File: config.mk
export PLATFORM = sky130hd
export DESIGN_NAME = hbsc_top
export DESIGN_NICKNAME = d
export VERILOG_FILES = /design/src/design/hbsc_top.v /design/src/design/hbsc_sync.v
export VERILOG_INCLUDE_DIRS = /design/src /design/src/design
export SDC_FILE = /design/constraint.sdc
export NUM_CORES = 1
export LEC_CHECK = 0
export BUFFER_PORTS_ARGS = -buffer_cell sky130_fd_sc_hd__buf_2
export CORE_MARGIN = 8
export CORE_UTILIZATION = 36
export CTS_BUF_LIST = sky130_fd_sc_hd__clkbuf_2
export DETAILED_ROUTE_END_ITERATION = 10
export PLACE_DENSITY = 0.49
export RECOVER_POWER = 100
export SKIP_CTS_REPAIR_TIMING = 1
export SYNTH_ARGS = -nofsm -noshare
export SYNTH_HDL_FRONTEND = slang
export SYNTH_HIERARCHICAL = 1
export SYNTH_SLANG_ARGS = --single-unit
export TNS_END_PERCENT = 50
File: constraint.sdc
create_clock -name CLK -period 4.3 [get_ports CLK]
set_clock_uncertainty 0.05 [all_clocks]
set_input_delay 0.86 -clock CLK [delete_from_list [all_inputs] [get_ports CLK]]
set_output_delay 0.86 -clock CLK [all_outputs]
set_load 0.01 [all_outputs]
File: src/design/hbsc_defs.vh
`ifndef HBSC_DEFS_VH
`define HBSC_DEFS_VH

// Frame and word geometry.
`define HBSC_WORD_W         16
`define HBSC_CNT_W          5
`define HBSC_FRAME_BITS     5'h10
`define HBSC_CNT_ZERO       5'h00
`define HBSC_CNT_ONE        5'h01
`define HBSC_NUM_SW         12

// Control word fields and reset value.
`define HBSC_CTRL_RST       16'he000
`define HBSC_C_SRR          0
`define HBSC_C_SW_LO        1
`define HBSC_C_SW_HI        12
`define HBSC_C_OLD          13
`define HBSC_C_SCT          14
`define HBSC_C_SI           15

// Status word fields.
`define HBSC_S_TP           0
`define HBSC_S_SW_LO        1
`define HBSC_S_SCD          13
`define HBSC_S_STBY         14
`define HBSC_S_PSF          15
`define HBSC_STATUS_ALL     16'hffff

// Synchroniser bundle layout.
`define HBSC_SYNC_W         31
`define HBSC_SYNC_RST       31'h40000000
`define HBSC_Y_CS_N         30
`define HBSC_Y_SCLK         29
`define HBSC_Y_SDI          28
`define HBSC_Y_STBY_N       27
`define HBSC_Y_TP           26
`define HBSC_Y_OT           25
`define HBSC_Y_UV           24
`define HBSC_Y_SC_HI        23
`define HBSC_Y_SC_LO        12
`define HBSC_Y_OL_HI        11
`define HBSC_Y_OL_LO        0

// Short-circuit shutdown delays in 50 ns clock cycles: 12 ms long, 1.5 ms short.
`define HBSC_SC_LONG_CYC    18'h3a980
`define HBSC_SC_SHORT_CYC   18'h07530
`define HBSC_SC_CNT_W       18
`define HBSC_SC_CNT_ZERO    18'h00000
`define HBSC_SC_CNT_ONE     18'h00001

`endif

File: src/design/hbsc_top.v
`timescale 1ns/1ns
`default_nettype none
`include "hbsc_defs.vh"

module hbsc_top #(
	parameter [`HBSC_SC_CNT_W-1:0] SC_LONG_CYC  = `HBSC_SC_LONG_CYC,
	parameter [`HBSC_SC_CNT_W-1:0] SC_SHORT_CYC = `HBSC_SC_SHORT_CYC
) (
	input  wire                      CLK,
	input  wire                      RSTN,
	input  wire                      CS_N,
	input  wire                      SERIAL_CLK,
	input  wire                      SERIAL_INPUT,
	output reg                       SERIAL_OUT,
	output reg                       SERIAL_OUT_OE,
	input  wire                      STANDBY_PIN_N,
	input  wire                      THERMAL_PREWARN,
	input  wire                      OVERTEMP,
	input  wire                      LOAD_SUPPLY_LOW,
	input  wire [`HBSC_NUM_SW-1:0]   SHORT_CIRCUIT,
	input  wire [`HBSC_NUM_SW-1:0]   OPEN_LOAD,
	output reg  [`HBSC_NUM_SW-1:0]   SWITCH_ON,
	output reg                       OPEN_LOAD_CHECK_EN
);

	localparam [1:0] ST_IDLE  = 2'h1;
	localparam [1:0] ST_FRAME = 2'h2;

	// Every input but CLK and RSTN is asynchronous to CLK, so all of them go through one bundle.
	wire [`HBSC_SYNC_W-1:0] raw_in;
	wire [`HBSC_SYNC_W-1:0] syn;

	assign raw_in = {CS_N, SERIAL_CLK, SERIAL_INPUT, STANDBY_PIN_N, THERMAL_PREWARN,
		OVERTEMP, LOAD_SUPPLY_LOW, SHORT_CIRCUIT, OPEN_LOAD};

	hbsc_sync #(
		.W       (`HBSC_SYNC_W),
		.RST_VAL (`HBSC_SYNC_RST)
	) u_sync (
		.clk      (CLK),
		.rst_n    (RSTN),
		.async_in (raw_in),
		.sync_out (syn)
	);

	wire                     cs_n_s;
	wire                     sclk_s;
	wire                     sdi_s;
	wire                     stby_pin_n_s;
	wire                     tp_s;
	wire                     ot_s;
	wire                     uv_s;
	wire [`HBSC_NUM_SW-1:0]  short_s;
	wire [`HBSC_NUM_SW-1:0]  open_s;

	assign cs_n_s       = syn[`HBSC_Y_CS_N];
	assign sclk_s       = syn[`HBSC_Y_SCLK];
	assign sdi_s        = syn[`HBSC_Y_SDI];
	assign stby_pin_n_s = syn[`HBSC_Y_STBY_N];
	assign tp_s         = syn[`HBSC_Y_TP];
	assign ot_s         = syn[`HBSC_Y_OT];
	assign uv_s         = syn[`HBSC_Y_UV];
	assign short_s      = syn[`HBSC_Y_SC_HI:`HBSC_Y_SC_LO];
	assign open_s       = syn[`HBSC_Y_OL_HI:`HBSC_Y_OL_LO];

	// Edge detection on the synchronised chip select and serial clock.
	reg cs_n_dly_q;
	reg sclk_dly_q;

	always @(posedge CLK or negedge RSTN) begin
		if (!RSTN) begin
			cs_n_dly_q <= 1'b1;
			sclk_dly_q <= 1'b0;
		end else begin
			cs_n_dly_q <= cs_n_s;
			sclk_dly_q <= sclk_s;
		end
	end

	wire cs_fall;
	wire cs_rise;
	wire sclk_fall;
	wire sclk_rise;

	assign cs_fall   = cs_n_dly_q & ~cs_n_s;
	assign cs_rise   = ~cs_n_dly_q & cs_n_s;
	assign sclk_fall = sclk_dly_q & ~sclk_s;
	assign sclk_rise = ~sclk_dly_q & sclk_s;

	// Serial frame engine.
	reg [1:0]                state_q;
	reg [`HBSC_WORD_W-1:0]   rx_q;
	reg [`HBSC_WORD_W-1:0]   tx_q;
	reg [`HBSC_CNT_W-1:0]    cnt_q;
	reg                      first_rise_q;
	wire [`HBSC_WORD_W-1:0]  status_word;
	wire                     apply;

	// A short frame is an abort: neither register moves.
	assign apply = (state_q == ST_FRAME) & cs_rise & (cnt_q == `HBSC_FRAME_BITS);

	always @(posedge CLK or negedge RSTN) begin
		if (!RSTN) begin
			state_q       <= ST_IDLE;
			rx_q          <= `HBSC_CTRL_RST;
			tx_q          <= `HBSC_STATUS_ALL;
			cnt_q         <= `HBSC_CNT_ZERO;
			first_rise_q  <= 1'b0;
			SERIAL_OUT    <= 1'b0;
			SERIAL_OUT_OE <= 1'b0;
		end else begin
			case (state_q)
			ST_IDLE: begin
				SERIAL_OUT_OE <= 1'b0;
				if (cs_fall) begin
					state_q       <= ST_FRAME;
					tx_q          <= status_word;
					SERIAL_OUT    <= status_word[`HBSC_S_TP];
					SERIAL_OUT_OE <= 1'b1;
					cnt_q         <= `HBSC_CNT_ZERO;
					first_rise_q  <= 1'b1;
				end
			end
			ST_FRAME: begin
				if (cs_rise) begin
					state_q       <= ST_IDLE;
					SERIAL_OUT    <= 1'b0;
					SERIAL_OUT_OE <= 1'b0;
				end else if (sclk_fall) begin
					// Bit 0 arrives first and ends up at the bottom after 16 shifts.
					rx_q <= {sdi_s, rx_q[`HBSC_WORD_W-1:1]};
					if (cnt_q != `HBSC_FRAME_BITS) begin
						cnt_q <= cnt_q + `HBSC_CNT_ONE;
					end
				end else if (sclk_rise) begin
					// Bit 0 is already on the line, so the first rising edge only arms the shift.
					if (first_rise_q) begin
						first_rise_q <= 1'b0;
					end else begin
						tx_q       <= {1'b0, tx_q[`HBSC_WORD_W-1:1]};
						SERIAL_OUT <= tx_q[1];
					end
				end
			end
			default: begin
				state_q       <= ST_IDLE;
				SERIAL_OUT    <= 1'b0;
				SERIAL_OUT_OE <= 1'b0;
			end
			endcase
		end
	end

	// Control word, applied only as a whole at the end of a full frame.
	reg [`HBSC_WORD_W-1:0] ctrl_q;
	wire                   status_reset_request;

	always @(posedge CLK or negedge RSTN) begin
		if (!RSTN) begin
			ctrl_q <= `HBSC_CTRL_RST;
		end else if (apply) begin
			ctrl_q <= rx_q;
		end
	end

	assign status_reset_request = apply & rx_q[`HBSC_C_SRR];

	wire standby;
	wire ol_active;
	wire long_delay;

	assign standby    = ~ctrl_q[`HBSC_C_SI] | ~stby_pin_n_s;
	assign ol_active  = ~ctrl_q[`HBSC_C_OLD];
	assign long_delay = ctrl_q[`HBSC_C_SCT];

	// Sticky fault flags; undervoltage or overtemperature present in the clearing cycle keeps its flag set, a short only if it trips in that cycle.
	reg supply_fail_q;
	reg ot_latch_q;
	reg short_detected_q;

	wire [`HBSC_NUM_SW-1:0] trip;
	wire [`HBSC_NUM_SW-1:0] short_off;

	always @(posedge CLK or negedge RSTN) begin
		if (!RSTN) begin
			supply_fail_q    <= 1'b0;
			ot_latch_q       <= 1'b0;
			short_detected_q <= 1'b0;
		end else begin
			supply_fail_q    <= uv_s | (supply_fail_q & ~status_reset_request);
			ot_latch_q       <= ot_s | (ot_latch_q & ~status_reset_request);
			short_detected_q <= (|trip) | (short_detected_q & ~status_reset_request);
		end
	end

	// Per-switch short-circuit timer and shutdown latch.
	wire [`HBSC_SC_CNT_W-1:0] sc_limit;

	assign sc_limit = long_delay ? SC_LONG_CYC : SC_SHORT_CYC;

	genvar gi;
	generate
		for (gi = 0; gi < `HBSC_NUM_SW; gi = gi + 1) begin : g_sw
			reg  [`HBSC_SC_CNT_W-1:0] sc_cnt_q;
			reg                       off_q;
			wire                      shorted;

			// Each channel owns its latch, so the shared vector has one driver per bit.
			assign short_off[gi] = off_q;

			// The timer only runs while the stage is really driving into the short.
			assign shorted  = short_s[gi] & SWITCH_ON[gi];
			assign trip[gi] = shorted & (sc_cnt_q + `HBSC_SC_CNT_ONE >= sc_limit);

			always @(posedge CLK or negedge RSTN) begin
				if (!RSTN) begin
					sc_cnt_q <= `HBSC_SC_CNT_ZERO;
					off_q    <= 1'b0;
				end else begin
					if (!shorted || trip[gi]) begin
						sc_cnt_q <= `HBSC_SC_CNT_ZERO;
					end else begin
						sc_cnt_q <= sc_cnt_q + `HBSC_SC_CNT_ONE;
					end
					off_q <= trip[gi] | (off_q & ~status_reset_request);
				end
			end
		end
	endgenerate

	// Stage drive: undervoltage and standby disable only while present; overtemperature and short circuit latch.
	wire [`HBSC_NUM_SW-1:0] sw_on_d;
	wire                    global_off;

	assign global_off = standby | ot_latch_q | uv_s;
	assign sw_on_d    = ctrl_q[`HBSC_C_SW_HI:`HBSC_C_SW_LO] & ~short_off & {`HBSC_NUM_SW{~global_off}};

	always @(posedge CLK or negedge RSTN) begin
		if (!RSTN) begin
			SWITCH_ON          <= {`HBSC_NUM_SW{1'b0}};
			OPEN_LOAD_CHECK_EN <= 1'b0;
		end else begin
			SWITCH_ON          <= sw_on_d;
			OPEN_LOAD_CHECK_EN <= ol_active;
		end
	end

	// Status word assembly.
	wire [`HBSC_NUM_SW-1:0] sw_status;

	// An on stage cannot be judged for open load, so it reads as no open load.
	assign sw_status = ol_active ? (open_s & ~ctrl_q[`HBSC_C_SW_HI:`HBSC_C_SW_LO]) : SWITCH_ON;

	assign status_word = ot_latch_q ? `HBSC_STATUS_ALL :
		{supply_fail_q, standby, short_detected_q, sw_status, tp_s};

endmodule

`default_nettype wire

File: src/design/hbsc_sync.v
`timescale 1ns/1ns
`default_nettype none

// Two-flop synchroniser for a bundle of asynchronous levels.
module hbsc_sync #(
	parameter             W       = 1,
	parameter [W-1:0]     RST_VAL = {W{1'b0}}
) (
	input  wire           clk,
	input  wire           rst_n,
	input  wire [W-1:0]   async_in,
	output wire [W-1:0]   sync_out
);

	reg [W-1:0] meta_q;
	reg [W-1:0] sync_q;

	always @(posedge clk or negedge rst_n) begin
		if (!rst_n) begin
			meta_q <= RST_VAL;
			sync_q <= RST_VAL;
		end else begin
			meta_q <= async_in;
			sync_q <= meta_q;
		end
	end

	assign sync_out = sync_q;

endmodule

`default_nettype wire

==> metrics.sh <==
OUTCOME='finished, violations left'
FAILING_CHECKS='max-capacitance violations, max-slew violations'
COMBPWRFRAC=0.057
P_TOTAL_mW=6.595
CTS.PATH.MAX_BUFFERS=3
SYNTHESIS.AREA_PER_INSTANCE_UM2=10.47
FINAL-SETUP-VIOL-COUNT=0
PLACEMENT.IO_BUFFERS=47
LAYOUT-AREA-OVERHEAD-VS-SYNTH_PCT=11.17
FIRST_GLOBAL_VIAS=13840
CRITPATHLAUNCHTYPE='register'
YS_ASYNC_SR_FRACTION=1.000
YS_WARN_COUNT=6
FINAL_NET_COUNT=2164
GRT_FIRST_PASS_WIRELENGTH_UM=71950
SYN-INSTANCE-COUNT=1839
WORST_EP_ARRIVAL_TIME_PS=4650
MAXIMUM_NUMBER_OF_PINS_ON_ONE_NET_BEFORE_GLOBAL_ROUTE_REPAIR=91
DRCVIOLATIONCOUNT=0
SETUP_TOTAL_NEGATIVE_SLACK_PS=0
PLACEABLECOREAREA_MM2=0.05276
DIE-WIDTH_UM=247.3
FP.DIEAREA_MM2=0.06116
CTS_TREE='built'
ANTENNA_FOUND_INITIAL=2
CELL_INTERNAL_PWR_mW=4.777
WIRE_PER_INST_UM=15.74
YS_SEQ_ELEMENTS=364
FINAL_COMMON_CELL='sky130_fd_sc_hd__dfrtp_1'
IRDROPWORSTVDD_uV=148.2
POWER_DENSITY_mW_PER_MM2=308.0
SLEW_HEADROOM=-0.5872
DIE-HEIGHT_UM=247.3
INITIAL_CORE_UTIL=0.3650
ROOT_BUFFER='sky130_fd_sc_hd__clkbuf_2'
POST_ROUTE_CELLS_DRIVE_ABOVE_1_SHARE=0.1270
PIN_COUNT=48
POWER.SHARE.SEQUENTIAL=0.560
FINAL_DESIGN_AREA_NO_FILL_MM2=0.02141
MAX-CAP-VIOLATIONS=2
POST_SYNTH_TOP_AREA_SHARE=0.4405
SWITCHING_SHARE=0.2757
POSTSYNTHNETCOUNT=2020
CLOCK_INSERTION_DELAY_WORST_SKEW_PS=1040
ROUTE.FINAL.WIRE_LENGTH_UM=43210
POWER.STATIC_LEAKAGE_nW=10.06
PLACEMENT_ROWS=84
GRT.TOTAL_USAGE=0.1443
CTS-HTREE-LEVELS=3
CLKSLEWWORSTSETUPHOLDPATHS_PS=100
SYNTH_EDF_COUNT=0
HP-CLASS='register to register'
HPWLAFTERDP_UM=28580
SYNTH_AREA_LEADERS='sky130_fd_sc_hd__dfrtp_1 (44%), sky130_fd_sc_hd__ha_1 (9.6%), sky130_fd_sc_hd__xor2_1 (4.5%)'
CRITPATHCAPTURETYPE='register'
COUNT_OF_UNIQUE_LIBRARY_CELLS_INSTANTIATED_BY_YOSYS=74
ACHIEVABLE_FREQ_MHz=264.7
TOTAL_SWITCHING_POWER_mW=1.818
VIAS=13760
SETUP_REPAIR_AFTER_GLOBAL_ROUTING_MISSED_ITS_MARGIN='false'
VIAS_PER_CELL=5.012
SHARE_OF_THE_CLOCK_PERIOD_USED_BY_THE_WORST_PATH_AFTER_LAYOUT=0.8784
GLOBALROUTE.TOTALOVERFLOW=0
WORST-SETUP-PATH-TYPE='register to register'
WORST_PATH_REQUIRED_TIME_PS=5180
LAYOUT.CELLS.MOST_COMMON_LIST='sky130_fd_sc_hd__dfrtp_1 (339), sky130_fd_sc_hd__nor2_1 (182), sky130_fd_sc_hd__ha_1 (148)'
AREA_POST_PLACEMENT_MM2=0.02030
SYNTH_TOP_AREA_CELL='sky130_fd_sc_hd__dfrtp_1'
MAPPEDNETLISTAREA_MM2=0.01926
REPORT.FINAL.HOLD_VIOL_COUNT=0
DETAIL-ROUTE-ANTENNA-NETS=0
MAXSLEWVIOLCOUNT=119
DRTPASS1ITERATIONS=5
SYNTH.YOSYS.SEQ_AREA_SHARE=0.4746
MAX_SLEW.WORST_PIN.SLEW_PS=2381
TRITONCTS_NUM_SINKS=364
CRITPATHMAXFANOUT=18
NUMBER_OF_BUFFERS_CREATED_BY_CTS=100
SYNTHFLOPTYPE='sky130_fd_sc_hd__dfrtp_1'
DRT_FIRST_ITER_VIOLATIONS=710
CLOCK_PERIOD_MINUS_WORST_SLACK_PS=3777
GP_CONGESTION=0.7783
WHS_PS=301.1
CLKPWRFRAC=0.382
[critical path, stage by stage (launching register included)]
cell and delay [ps]:
sky130_fd_sc_hd__dfrtp_1 490, sky130_fd_sc_hd__nand2_1 80, sky130_fd_sc_hd__nor2_1 340, sky130_fd_sc_hd__nand4_1 310, sky130_fd_sc_hd__inv_1 110, sky130_fd_sc_hd__nand3_1 90
sky130_fd_sc_hd__xnor2_1 190, sky130_fd_sc_hd__ha_1 270, sky130_fd_sc_hd__a21o_1 160, sky130_fd_sc_hd__a21o_1 160, sky130_fd_sc_hd__a21oi_1 240, sky130_fd_sc_hd__nand4b_1 710
sky130_fd_sc_hd__o21ba_2 500
[metrics by stage]
stage | setup WS (ps) | utilization | instances
2_1_floorplan | 74.81 | - | 1839
3_3_place_gp | 534.5 | 0.3848 | 2537
3_5_place_dp | 469.8 | 0.3848 | 2537
4_1_cts | 445.4 | 0.4018 | 2711
5_1_grt | 128.5 | 0.4058 | 2746
6_report | 522.7 | 0.4058 | 2746
[state kept, by name (all words and copies together), names as in the netlist]
register / count
supply_fail_q: 1
first_rise_q: 1
rx_q: 16
tx_q: 15
cs_n_dly_q: 1
short_detected_q: 1
OPEN_LOAD_CHECK_EN: 1
u_sync/sync_out: 31
state_q: 2
ctrl_q: 15
u_sync/meta_q: 31
SERIAL_OUT: 1
SERIAL_OUT_OE: 1
ot_latch_q: 1
g_sw.sc_cnt_q: 216
cnt_q: 5
sclk_dly_q: 1
SWITCH_ON: 12
g_sw.off_q: 12
[worst paths after layout]
path / cells after the start / end / slack [ps] / from
setup / recovery: 12 / g_sw[4].sc_cnt_q[6]$_DFF_PN0_ / 520 / g_sw[4].sc_cnt_q[2]$_DFF_PN0_
min in group asynchronous: 2 / g_sw[9].sc_cnt_q[9]$_DFF_PN0_ / 1000 / RSTN
setup reg to reg: 12 / g_sw[4].sc_cnt_q[6]$_DFF_PN0_ / 520 / g_sw[4].sc_cnt_q[2]$_DFF_PN0_
hold / removal: 0 / u_sync/sync_out[25]$_DFF_PN0_ / 300 / u_sync/meta_q[25]$_DFF_PN0_
max in group asynchronous: 3 / SWITCH_ON[8]$_DFF_PN0_ / 900 / RSTN
hold reg to reg: 0 / u_sync/sync_out[25]$_DFF_PN0_ / 300 / u_sync/meta_q[25]$_DFF_PN0_
[cells by family (layout without fill, tap and decap cells)]
family | count (synthesis) | in the layout | share of synthesized area
buffers and inverters | 104 | 320 | 0.02313
AO/OA/AOI/OAI | 242 | 242 | 0.08731
AND/OR/NAND/NOR | 747 | 747 | 0.2076
other | 0 | 3 | 0
multiplexers | 46 | 46 | 0.02579
flip-flops | 364 | 364 | 0.4746
adder cells (fa/ha/maj) | 148 | 148 | 0.09615
XOR/XNOR | 188 | 188 | 0.08549
[power by group through the flow]
stage / clock (mW) / combinational, mW / sequential [mW]
2_1_floorplan: 0 / 0.210 / 3.74
3_3_place_gp: 0 / 0.365 / 3.76
3_5_place_dp: 0 / 0.373 / 3.77
4_1_cts: 2.69 / 0.375 / 3.70
5_1_grt: 2.87 / 0.444 / 3.71
6_report: 2.52 / 0.377 / 3.70
[cell usage after synthesis (44+ instances only)]
cell                        n
sky130_fd_sc_hd__ha_1     148
sky130_fd_sc_hd__a21o_1    51
sky130_fd_sc_hd__nand4_1   67
sky130_fd_sc_hd__nand3_1   84
sky130_fd_sc_hd__dfrtp_1  339
sky130_fd_sc_hd__nor2b_1  118
sky130_fd_sc_hd__nor2_1   182
sky130_fd_sc_hd__a21oi_1   53
sky130_fd_sc_hd__xor2_1   100
sky130_fd_sc_hd__inv_1     54
sky130_fd_sc_hd__xnor2_1   88
sky130_fd_sc_hd__nand2_1  105
sky130_fd_sc_hd__and3_1    44
[cell type report]
type / count / area, um2
diodes: 3 / 7.507
well taps: 688 / 860.8
fillers: 5280 / 31350
clock inverters: 30 / 176.4
repair buffers: 92 / 660.6
flip-flops and latches: 364 / 9140
inverters: 54 / 203.9
clock buffers: 144 / 720.7
multi-input cells: 1371 / 9642
[layer usage]
layer	vias up	track usage	wire [um]
li1	6850	-	-
met1	6645	0.1974	21400
met2	200	0.2242	19180
met3	69	0.03399	1725
met4	0	0.04633	906
met5	-	0	0
(Power assumes the default switching activity.)
